--- src/disc_ctrl_params.svh ---
`ifndef DISC_CTRL_PARAMS_SVH
`define DISC_CTRL_PARAMS_SVH

// ----------------------------------------------------------------
// register offsets (byte addresses)
// ----------------------------------------------------------------
`define ADDR_DEC_B 8'h00
`define ADDR_DEC_E 8'h04
`define ADDR_SHADOW3 8'h08
`define ADDR_STATUS 8'h0C

// ----------------------------------------------------------------
// field positions and reset values
// ----------------------------------------------------------------
`define DEC_B_SPEED_BIT 3
`define DEC_B_SRC_BIT 2
`define DEC_B_STBY_MSB 1
`define DEC_B_STBY_LSB 0
`define DEC_E_QUAD_BIT 3
`define DEC_E_LOCK_BIT 0
`define SHADOW3_HCLK_EN_BIT 0
`define DEC_B_RESET 4'h0
`define DEC_E_RESET 4'h0
`define SHADOW3_RESET 4'h0
`define STBY_CODE_STOP 2'h1
`define STBY_CODE_PAUSE 2'h2

// ----------------------------------------------------------------
// clock rates in Hz
// ----------------------------------------------------------------
`define MCLK_HZ 125000000
`define HOST_CLK_FAST_HZ 11289600
`define HOST_CLK_SLOW_HZ 5644800

`endif

--- src/disc_ctrl_pkg.sv ---
package disc_ctrl_pkg;

	typedef enum logic [1:0]
	{
		SPEED_N1 = 2'b00,
		SPEED_N2 = 2'b01,
		SPEED_N4 = 2'b10
	} speed_t;

	typedef enum logic [1:0]
	{
		XTAL_33M = 2'b00,
		XTAL_16M = 2'b01,
		XTAL_8M = 2'b10
	} xtal_t;

	typedef enum logic [1:0]
	{
		MODE_RUN = 2'b00,
		MODE_STOP = 2'b01,
		MODE_PAUSE = 2'b10
	} standby_t;

	typedef struct packed
	{
		logic bit_clk;
		logic word_clk;
		logic data;
		logic c2_error_flag;
		logic biphase_mark;
	} audio_pins_t;

	typedef struct packed
	{
		logic [7:0] paddr;
		logic psel;
		logic penable;
		logic pwrite;
		logic [31:0] pwdata;
	} apb_req_t;

endpackage

--- src/disc_speed_standby_ctrl.sv ---
`timescale 1ns/1ps
`default_nettype none
`include "disc_ctrl_params.svh"
module disc_speed_standby_ctrl (
	input wire logic mclk,
	input wire logic srst,
	input wire logic ce,
	input wire logic [7:0] paddr,
	input wire logic psel,
	input wire logic penable,
	input wire logic pwrite,
	input wire logic [31:0] pwdata,
	output logic [31:0] prdata,
	output logic pready,
	output logic pslverr,
	input wire logic multiplier_select_in,
	input wire logic motor_a_in,
	input wire logic motor_b_in,
	output logic motor_drive_out_a,
	output logic motor_drive_out_b,
	output logic motor_drive_oe_a,
	output logic motor_drive_oe_b,
	input wire disc_ctrl_pkg::audio_pins_t audio_in,
	output disc_ctrl_pkg::audio_pins_t audio_out,
	output logic audio_oe,
	input wire logic correction_flag_in,
	output logic correction_flag_out,
	input wire logic disc_rate_tick,
	input wire logic xtal_rate_tick,
	output logic audio_rate_tick,
	output logic fifo_bypass,
	output logic core_active,
	output logic host_clock_out_pin,
	output logic host_clock_oe,
	output disc_ctrl_pkg::speed_t speed_factor,
	output disc_ctrl_pkg::xtal_t xtal_source,
	output logic stop_standby,
	output logic pause_standby
);
	import disc_ctrl_pkg::*;

	localparam logic [31:0] INC_FAST =
		32'((64'(`HOST_CLK_FAST_HZ) * 64'd2 * (64'd1 << 32)) / 64'(`MCLK_HZ));
	localparam logic [31:0] INC_SLOW =
		32'((64'(`HOST_CLK_SLOW_HZ) * 64'd2 * (64'd1 << 32)) / 64'(`MCLK_HZ));

	// ----------------------------------------------------------------
	// decode functions
	// ----------------------------------------------------------------
	function automatic speed_t decode_speed(input logic [3:0] b, input logic [3:0] e);
		speed_t s;
		if (e[`DEC_E_QUAD_BIT])
			s = SPEED_N4;
		else if (b[`DEC_B_SPEED_BIT])
			s = SPEED_N2;
		else
			s = SPEED_N1;
		return s;
	endfunction

	function automatic xtal_t decode_xtal(input logic [3:0] b, input logic mult);
		xtal_t x;
		if (b[`DEC_B_SRC_BIT])
			x = XTAL_16M;
		else if (mult)
			x = XTAL_8M;
		else
			x = XTAL_33M;
		return x;
	endfunction

	function automatic standby_t decode_standby(input logic [3:0] b);
		standby_t m;
		case (b[`DEC_B_STBY_MSB:`DEC_B_STBY_LSB])
			`STBY_CODE_STOP: m = MODE_STOP;
			`STBY_CODE_PAUSE: m = MODE_PAUSE;
			default: m = MODE_RUN;
		endcase
		return m;
	endfunction

	// ----------------------------------------------------------------
	// multiplier select pin
	// ----------------------------------------------------------------
	logic mult_sel;

	pin_sync #(
		.WIDTH(1)
	) u_mult_sync (
		.mclk(mclk),
		.srst(srst),
		.ce(ce),
		.pin_in(multiplier_select_in),
		.pin_sync_out(mult_sel)
	);

	// ----------------------------------------------------------------
	// apb slave and registers
	// ----------------------------------------------------------------
	apb_req_t req;
	logic [3:0] dec_b_q;
	logic [3:0] dec_b_d;
	logic [3:0] dec_e_q;
	logic [3:0] dec_e_d;
	logic [3:0] shadow3_q;
	logic [3:0] shadow3_d;
	logic [31:0] prdata_d;
	logic pready_d;
	logic pslverr_d;
	logic access;
	logic hit;
	logic [31:0] rd_mux;
	logic [31:0] status_word;

	assign req = '{paddr: paddr, psel: psel, penable: penable, pwrite: pwrite, pwdata: pwdata};
	// one wait state: pready rises in the second access cycle
	assign access = req.psel && req.penable && pready && ce;

	always_comb
	begin
		status_word = '0;
		status_word[1:0] = speed_factor;
		status_word[3:2] = xtal_source;
		status_word[4] = stop_standby;
		status_word[5] = pause_standby;
		status_word[6] = fifo_bypass;
		status_word[7] = mult_sel;
		status_word[8] = host_clock_oe;
		hit = 1'b1;
		case (req.paddr)
			`ADDR_DEC_B: rd_mux = {28'h0, dec_b_q};
			`ADDR_DEC_E: rd_mux = {28'h0, dec_e_q};
			`ADDR_SHADOW3: rd_mux = {28'h0, shadow3_q};
			`ADDR_STATUS: rd_mux = status_word;
			default:
			begin
				rd_mux = 32'h0;
				hit = 1'b0;
			end
		endcase
	end

	always_comb
	begin
		dec_b_d = dec_b_q;
		dec_e_d = dec_e_q;
		shadow3_d = shadow3_q;
		prdata_d = prdata;
		pready_d = pready;
		pslverr_d = pslverr;
		if (ce)
		begin
			pready_d = req.psel && req.penable && !pready;
			pslverr_d = req.psel && req.penable && !pready && !hit;
			if (req.psel && req.penable && !pready)
				prdata_d = req.pwrite ? 32'h0 : rd_mux;
			// write lands only at the edge that completes the access
			if (access && req.pwrite)
			begin
				case (req.paddr)
					`ADDR_DEC_B: dec_b_d = req.pwdata[3:0];
					`ADDR_DEC_E: dec_e_d = req.pwdata[3:0];
					`ADDR_SHADOW3: shadow3_d = req.pwdata[3:0];
					default: dec_b_d = dec_b_q;
				endcase
			end
		end
	end

	always_ff @(posedge mclk)
	begin
		if (srst)
		begin
			dec_b_q <= `DEC_B_RESET;
			dec_e_q <= `DEC_E_RESET;
			shadow3_q <= `SHADOW3_RESET;
			prdata <= 32'h0;
			pready <= 1'b0;
			pslverr <= 1'b0;
		end
		else
		begin
			dec_b_q <= dec_b_d;
			dec_e_q <= dec_e_d;
			shadow3_q <= shadow3_d;
			prdata <= prdata_d;
			pready <= pready_d;
			pslverr <= pslverr_d;
		end
	end

	// ----------------------------------------------------------------
	// applied mode, one clock after the register write
	// ----------------------------------------------------------------
	standby_t mode_q;
	standby_t mode_d;
	speed_t speed_d;
	xtal_t xtal_d;
	logic lock_d;
	logic hclk_en_d;
	logic slow_host_q;
	logic slow_host_d;

	always_comb
	begin
		mode_d = mode_q;
		speed_d = speed_factor;
		xtal_d = xtal_source;
		lock_d = fifo_bypass;
		hclk_en_d = host_clock_oe;
		slow_host_d = slow_host_q;
		if (ce)
		begin
			speed_d = decode_speed(dec_b_q, dec_e_q);
			xtal_d = decode_xtal(dec_b_q, mult_sel);
			// 16.9344 MHz without the multiplier only gives half rate
			slow_host_d = dec_b_q[`DEC_B_SRC_BIT] && !mult_sel;
			lock_d = dec_e_q[`DEC_E_LOCK_BIT];
			hclk_en_d = shadow3_q[`SHADOW3_HCLK_EN_BIT];
			case (mode_q)
				MODE_RUN: mode_d = decode_standby(dec_b_q);
				MODE_STOP: mode_d = decode_standby(dec_b_q);
				MODE_PAUSE: mode_d = decode_standby(dec_b_q);
				default: mode_d = MODE_RUN;
			endcase
		end
	end

	always_ff @(posedge mclk)
	begin
		if (srst)
		begin
			mode_q <= MODE_RUN;
			speed_factor <= SPEED_N1;
			xtal_source <= XTAL_33M;
			fifo_bypass <= 1'b0;
			host_clock_oe <= 1'b0;
			slow_host_q <= 1'b0;
		end
		else
		begin
			mode_q <= mode_d;
			speed_factor <= speed_d;
			xtal_source <= xtal_d;
			fifo_bypass <= lock_d;
			host_clock_oe <= hclk_en_d;
			slow_host_q <= slow_host_d;
		end
	end

	// ----------------------------------------------------------------
	// host clock generator
	// ----------------------------------------------------------------
	logic host_clock;

	nco_clock #(
		.ACC_WIDTH(32)
	) u_host_nco (
		.mclk(mclk),
		.srst(srst),
		.ce(ce),
		.inc(slow_host_q ? INC_SLOW : INC_FAST),
		.clk_q(host_clock)
	);

	// ----------------------------------------------------------------
	// pin gating
	// ----------------------------------------------------------------
	logic host_pin_d;
	logic motor_a_d;
	logic motor_b_d;
	logic motor_oe_d;
	audio_pins_t audio_d;
	logic audio_oe_d;
	logic rate_d;
	logic flag_d;
	logic stop_d;
	logic pause_d;

	always_comb
	begin
		host_pin_d = host_clock_out_pin;
		motor_a_d = motor_drive_out_a;
		motor_b_d = motor_drive_out_b;
		motor_oe_d = motor_drive_oe_a;
		audio_d = audio_out;
		audio_oe_d = audio_oe;
		rate_d = audio_rate_tick;
		flag_d = correction_flag_out;
		stop_d = stop_standby;
		pause_d = pause_standby;
		if (ce)
		begin
			// held low until enabled; the gate is not phase-aligned, so enabling mid-high can give a short first pulse
			host_pin_d = host_clock_oe && host_clock;
			stop_d = (mode_q == MODE_STOP);
			pause_d = (mode_q == MODE_PAUSE);
			motor_a_d = motor_a_in;
			motor_b_d = motor_b_in;
			motor_oe_d = (mode_q != MODE_STOP);
			audio_d = audio_in;
			audio_oe_d = (mode_q == MODE_RUN);
			// output rate follows disc or crystal reference
			rate_d = fifo_bypass ? disc_rate_tick : xtal_rate_tick;
			flag_d = correction_flag_in;
		end
	end

	always_ff @(posedge mclk)
	begin
		if (srst)
		begin
			host_clock_out_pin <= 1'b0;
			motor_drive_out_a <= 1'b0;
			motor_drive_out_b <= 1'b0;
			motor_drive_oe_a <= 1'b0;
			motor_drive_oe_b <= 1'b0;
			audio_out <= '0;
			audio_oe <= 1'b0;
			audio_rate_tick <= 1'b0;
			correction_flag_out <= 1'b0;
			stop_standby <= 1'b0;
			pause_standby <= 1'b0;
			core_active <= 1'b0;
		end
		else
		begin
			host_clock_out_pin <= host_pin_d;
			motor_drive_out_a <= motor_a_d;
			motor_drive_out_b <= motor_b_d;
			motor_drive_oe_a <= motor_oe_d;
			motor_drive_oe_b <= motor_oe_d;
			audio_out <= audio_d;
			audio_oe <= audio_oe_d;
			audio_rate_tick <= rate_d;
			correction_flag_out <= flag_d;
			stop_standby <= stop_d;
			pause_standby <= pause_d;
			// core never stops for standby
			core_active <= 1'b1;
		end
	end
endmodule
`default_nettype wire

--- src/nco_clock.sv ---
`timescale 1ns/1ps
`default_nettype none
module nco_clock #(
	parameter int ACC_WIDTH = 32
)(
	input wire logic mclk,
	input wire logic srst,
	input wire logic ce,
	input wire logic [ACC_WIDTH-1:0] inc,
	output logic clk_q
);
	logic [ACC_WIDTH-1:0] acc_q;
	logic [ACC_WIDTH-1:0] acc_d;
	logic clk_d;
	logic [ACC_WIDTH:0] sum;

	// ------------------------------------------------
	// toggle on accumulator wrap; output is a flop, so
	// changing inc mid-cycle cannot glitch it
	// ------------------------------------------------
	always_comb
	begin
		sum = {1'b0, acc_q} + {1'b0, inc};
		acc_d = acc_q;
		clk_d = clk_q;
		if (ce)
		begin
			acc_d = sum[ACC_WIDTH-1:0];
			clk_d = clk_q ^ sum[ACC_WIDTH];
		end
	end

	always_ff @(posedge mclk)
	begin
		if (srst)
		begin
			acc_q <= '0;
			clk_q <= 1'b0;
		end
		else
		begin
			acc_q <= acc_d;
			clk_q <= clk_d;
		end
	end
endmodule
`default_nettype wire

--- src/pin_sync.sv ---
`timescale 1ns/1ps
`default_nettype none
module pin_sync #(
	parameter int WIDTH = 1
)(
	input wire logic mclk,
	input wire logic srst,
	input wire logic ce,
	input wire logic [WIDTH-1:0] pin_in,
	output logic [WIDTH-1:0] pin_sync_out
);
	logic [WIDTH-1:0] stage1_q;
	logic [WIDTH-1:0] stage1_d;
	logic [WIDTH-1:0] stage2_q;
	logic [WIDTH-1:0] stage2_d;

	always_comb
	begin
		stage1_d = stage1_q;
		stage2_d = stage2_q;
		if (ce)
		begin
			stage1_d = pin_in;
			stage2_d = stage1_q;
		end
	end

	always_ff @(posedge mclk)
	begin
		if (srst)
		begin
			stage1_q <= '0;
			stage2_q <= '0;
		end
		else
		begin
			stage1_q <= stage1_d;
			stage2_q <= stage2_d;
		end
	end

	assign pin_sync_out = stage2_q;
endmodule
`default_nettype wire

--- config.mk ---
export PLATFORM = sky130hd
export DESIGN_NAME = disc_speed_standby_ctrl
export DESIGN_NICKNAME = d
export VERILOG_FILES = /design/src/disc_ctrl_pkg.sv /design/src/disc_speed_standby_ctrl.sv /design/src/nco_clock.sv /design/src/pin_sync.sv
export VERILOG_INCLUDE_DIRS = /design/src /design/src/src
export SDC_FILE = /design/constraint.sdc
export NUM_CORES = 1
export LEC_CHECK = 0
export BUFFER_PORTS_ARGS = -buffer_cell sky130_fd_sc_hd__clkbuf_2
export CAP_MARGIN = 0
export CORE_ASPECT_RATIO = 1.4
export CORE_MARGIN = 2
export CORE_UTILIZATION = 45
export CTS_BUF_LIST = sky130_fd_sc_hd__clkbuf_8
export DETAILED_ROUTE_END_ITERATION = 8
export HOLD_SLACK_MARGIN = 0.08
export PLACE_DENSITY = 0.69
export RECOVER_POWER = 25
export SLEW_MARGIN = 30
export SYNTH_ARGS = -nofsm -noshare
export SYNTH_HDL_FRONTEND = slang
export SYNTH_HIERARCHICAL = 1
export SYNTH_SLANG_ARGS = --single-unit
--- constraint.sdc ---
create_clock -name mclk -period 4.3 [get_ports mclk]
set_input_delay 0.86 -clock mclk [delete_from_list [all_inputs] [get_ports mclk]]
set_output_delay 0.86 -clock mclk [all_outputs]
set_load 0.02 [all_outputs]
Word-level counts from Yosys, hierarchy flattened. Index checks and enable logic that the tools add are counted.

$add $sub $neg: 1. Reductions and logical operators: 19. Eq/ne operators: 8. Mux-type cells: 12. Bitwise gates (word level): 1.

Operators with widths (number): one-hot mux 9 bit (4 select lines) (1); adder 32 x 30 -> 33 bit (1); 2-to-1 mux 32 bit (1); 2-to-1 mux 30 bit (1); equality test 8 x 4 -> 1 bit (second input constant) (2); AND reduction 3 bit (3); equality test 8 x 3 -> 1 bit (second input constant) (1); logical AND 1 bit (8); zero test 8 bit (1); 2-to-1 mux 2 bit (4); equality test 2 x 1 -> 1 bit (second input constant) (2); equality test 2 bit (second input constant) (2); 2-to-1 mux 1 bit (4); one-hot mux 2 bit (2 select lines) (1); OR reduction 4 bit (1); zero test 1 bit (3); OR reduction 3 bit (1); zero test 2 bit (1); inequality test 2 x 1 -> 1 bit (second input constant) (1); AND reduction 2 bit (1); bitwise XOR 1 bit (1).

Word-level logic and storage cells: 72. Output and inout bits: 56. Input port bits: 57. Register bits after elaboration: 105.

Depth between registers and ports, before layout.
Depth after elaboration: 5. Gate-level depth with buffers: 9. Depth with buffers taken out: 9.

Hierarchy. The synthesis kept the hierarchy.

Modules (own cells, without submodules): nco_clock (instances 1, cells each 399, area each 3029.2 sq um); disc_speed_standby_ctrl (instances 1, cells each 222, area each 2239.6 sq um); pin_sync (instances 1, cells each 6, area each 67.6 sq um).

Worst setup path before layout. No wires, ideal clock.

Path kind: reg2reg. From: reg slow_host_q. To: reg u_host_nco.acc_q[20]. Path slack: 1.934 ns. Cell stages (with the launch flop): 10. Clock period less this slack: 2.366 ns. Data arrival time: 2.270 ns. Cell sequence: dfxtp_1 > inv_1 > ha_1 > a21oi_1 > o211ai_1 > a221oi_2 > a211oi_2 > nor2_2 > or4b_1 > o311ai_1.

Cells in the longest elaborated chain, start to end: 2.

RTL lines: start, declared (line disc_speed_standby_ctrl.sv:201) `logic slow_host_q;`; start signal, assigned (line disc_speed_standby_ctrl.sv:247) `slow_host_q <= slow_host_d;`; 2-to-1 mux 30 bit (line disc_speed_standby_ctrl.sv:262) `.inc(slow_host_q ? INC_SLOW : INC_FAST),`; adder 32 x 30 -> 33 bit (line nco_clock.sv:23) `sum = {1'b0, acc_q} + {1'b0, inc};`; end signal, assigned (line nco_clock.sv:37) `acc_q <= '0;`; end signal, assigned (line nco_clock.sv:42) `acc_q <= acc_d;`; end, declared (line nco_clock.sv:12) `logic [ACC_WIDTH-1:0] acc_q;`.

Every way passes these cells. A chain may end at the register's enable or synchronous reset.

Final worst setup path. Ends and elaborated chain as after synthesis.

==> run_results.csv <==
group,metric,value,unit
pwr,p_leak,2.53,nW
place,pre_cts_slack,1260,ps
synth,synth_top_area_cell,"dfxtp_1",
clock_network,holdBufCountCts,0,
synth,synthDistinctLibCells,74,
route,wl,12.6,mm
global_route,grt-ovfl-total,0,
synth,yosysTopAreaCellShare,30.8,%
clock_network,cts_tree,"done",
synth,synth_common_cells,"dfxtp_1, nand2_1, nor2_1",
sta,hold_viol_final,0,
setup_path,slowest_stage,"dfxtp_1",
global_route,grt_start_max_net_pins,49,
finish,syn_to_final_growth,9.00,%
finish,fillers,1168,
sta,fin_crit,3060,ps
hold_path,hold_path.class,"flop to flop",
sta,rsz0062_at_grt,"no",
finish,final_cells,844,
synth,ys_seq_area_share,30.8,%
sta,post-route-period-util,71.2,%
place,gp_congestion,0.947,
setup_path,rr_worst_depth,9,
synth,yosys.area_share.adder,7.88,%
synth,syn_area,5340,um2
sta,max_freq,327,MHz
synth,synth_mux_area_share,8.63,%
finish,layout-drive-gt1-share,12.5,%
synth,async_flop_share,0,%
setup_path,crit_fanout,7,
synth,synth.most_common_cell,"dfxtp_1",
place,placed_cells,828,
global_route,grt_pass1_vias,4430,
sta,fin_setup_tns,0,ps
sta,worst_pin_slew,778,ps
pwr,netSwitchingFraction,35.7,%
synth,synth_xor_area_share,3.28,%
finish,antenna_cells,0,
setup_path,r2r-end,"u_host_nco/acc_q[20]",
setup_path,worstSetupEndpointType,"flop",
synth,synth_compound_area_share,17.8,%
route,drc,0,
pwr,p_int,1.33,mW
sta,drv_slew,0,
setup_path,crit_chain,"inv_1, ha_1, o21ai_1, o21ai_2, nand3_1, a211oi_2, nor2_2, or4b_1, o311ai_1",
floorplanning,fp.dieW,96.0,um
clock_network,clk_pin_slew,90,ps
pwr,p_clk_share,27.7,%
pwr,p_comb_share,31.1,%
clock_network,h-tree-depth,3,
synth,synth_ff_type,"dfxtp_1",
synth,synth_edf_count,0,
floorplanning,rows,47,
clock_network,insertion_delay,360,ps
setup_path,startpoint,"slow_host_q",
setup_path,crit_path_start_kind,"flop",
synth,avgSynthCellArea,8.51,um2
pwr,irDropWorstVdd,0.190,mV
floorplanning,core_area,11700,um2
clock_network,clock_sinks,82,
setup_path,cp.arrival,3320,ps
synth,synth-simple-area-share,23.9,%
pwr,power.switching,0.741,mW
synth,synth_seq_cells,82,
floorplanning,io_pins,113,
finish,finalNetCount,782,
global_route,antenna_found_initial,0,
route,via_per_inst,5.66,
pwr,power.density,357,nW/um2
floorplanning,die-area,12800,um2
setup_path,critPathRequiredTime,4560,ps
route,dr.first_iter.drc_count,202,
route,dr.pass1.iters,5,
clock_network,cts_buffer_depth,2,
sta,setup_violations,0,
place,dpl.hpwl,9.32,mm
setup_path,r2r_start,"slow_host_q",
route,num_vias,4777,
route,wire_per_inst,14.9,um
sta,fin_worst_skew,10.6,ps
setup_path,crit_type,"flop to flop",
sta,relSlewSlack,48.0,%
sta,setup_ws,1240,ps
synth,synth_top_family_by_area,"simple AND/OR/NAND/NOR gates",
clock_network,cts_root_buf,"clkbuf_8",
global_route,grt_pass1_wl,20.4,mm
pwr,seq_power_share,41.2,%
clock_network,cts_resized,0,
job,maxCapViolCount,0,
setup_path,r2r_slack,1240,ps
route,drtAntennaViolNets,0,
global_route,grt_use_total,19.9,%
clock_network,postCtsSetupRepairBufs,0,
clock_network,numCtsBuffers,9,
run_status,status,"completed",
synth,synthTopCellsByArea,"dfxtp_1, ha_1, mux2i_1",
synth,synth_warnings,6,
place,io_buffer_count,61,
setup_path,cpPeakStageDelay,610,ps
setup_path,cp-endpoint,"u_host_nco/acc_q[20]",
synth,synth_cells,627,
floorplanning,start_util,45.6,%
floorplanning,die_h,133,um
-- flip-flops by register name, summed over array words and instances (netlist names), 2 cells and up --
register / cells
audio_out: 5
dec_b_q: 4
shadow3_q: 4
prdata: 9
xtal_source: 2
u_host_nco/acc_q: 32
speed_factor: 2
mode_q: 2
dec_e_q: 4
-- final cells by class --
class | instances | area, um2 | area share, %
clock buffer | 9 | 124 | 2.13
clock inverter | 7 | 76.3 | 1.31
inverter | 10 | 37.5 | 0.645
multi-input combinational | 524 | 3450 | 59.3
sequential | 82 | 1640 | 28.2
tap | 147 | 184 | 3.16
timing repair buffer | 65 | 304 | 5.23
-- kinds of logic after synthesis --
logic type                 after synthesis
xor gates and xnor gates                20
buffers and inverters                   64
other                                    2
DFF                                     82
adders and majority gates               33
and+or+nand+nor                        240
AOI/OAI and AO/OA                      145
muxes                                   41
-- critical path: cells and delay by family, from the launching register on --
family                     cells  cell delay [ps]
buffers and inverters          1              250
AOI/OAI and AO/OA              4              910
and+or+nand+nor                3              760
adders and majority gates      1              440
DFF                            1              610
-- power groups by stage --
stage	combinational, mW	clock (mW)	sequential (mW)
after CTS	0.631	0.595	0.855
final	0.645	0.576	0.855
after global placement	0.613	0	0.869
after global routing	0.725	0.624	0.862
after detailed placement	0.628	0	0.873
after floorplan	0.528	0	0.873
-- worst min-delay path by stage --
stage	start	end	slack, ps	cells past startpoint
2_1_floorplan	u_host_nco/acc_q[10]	u_host_nco/acc_q[10]	430	2
3_3_place_gp	u_host_nco/acc_q[31]	u_host_nco/acc_q[31]	440	2
3_5_place_dp	prdata[4]	prdata[4]	440	2
4_1_cts	prdata[4]	prdata[4]	460	2
5_1_grt	prdata[4]	prdata[4]	470	2
6_report	prdata[5]	prdata[5]	450	2
-- cell usage in the layout (no fill, tap or decap), types with 4 or more instances in the layout --
cell      count
nand3_1      17
o21a_1        5
inv_1         9
and3_1        6
dfxtp_1      82
nor2b_1       6
ha_1         32
o211ai_1      7
nand4_1      21
clkbuf_2     36
buf_4         4
clkbuf_8      9
or3_1         4
a21oi_1      49
a31oi_1       5
nand4b_1      5
a211oi_1      4
a21o_1        8
nand2b_1      9
nor3_1        8
xnor2_1      12
nor2_1       54
a32o_1        4
mux2i_1      37
nand2_1      75
xor2_1        8
conb_1       45
and3_2        5
nand3b_1      5
mux4_2        4
o21ai_0      29
clkbuf_1     25
-- through the flow --
stage          instance area [um2]  util (%)  total power, mW  hold slack (ps)
5_1_grt                       5820      49.7             2.21              473
3_3_place_gp                  5650      48.3             1.48              439
2_1_floorplan                 5500         -             1.40              429
4_1_cts                       5850      50.0             2.08              456
3_5_place_dp                  5650      48.3             1.50              444
6_report                      5820      49.7             2.08              454
-- routing by layer --
metal / global-route usage [%] / vias to the layer above / part of all wire [%]
met5: 0 / - / 0
met4: 6.98 / 0 / 1.8
met3: 3.13 / 17 / 4.8
met2: 36.1 / 121 / 52
met1: 22.8 / 2289 / 41
li1: - / 2350 / -
(Power assumes the default switching activity.)
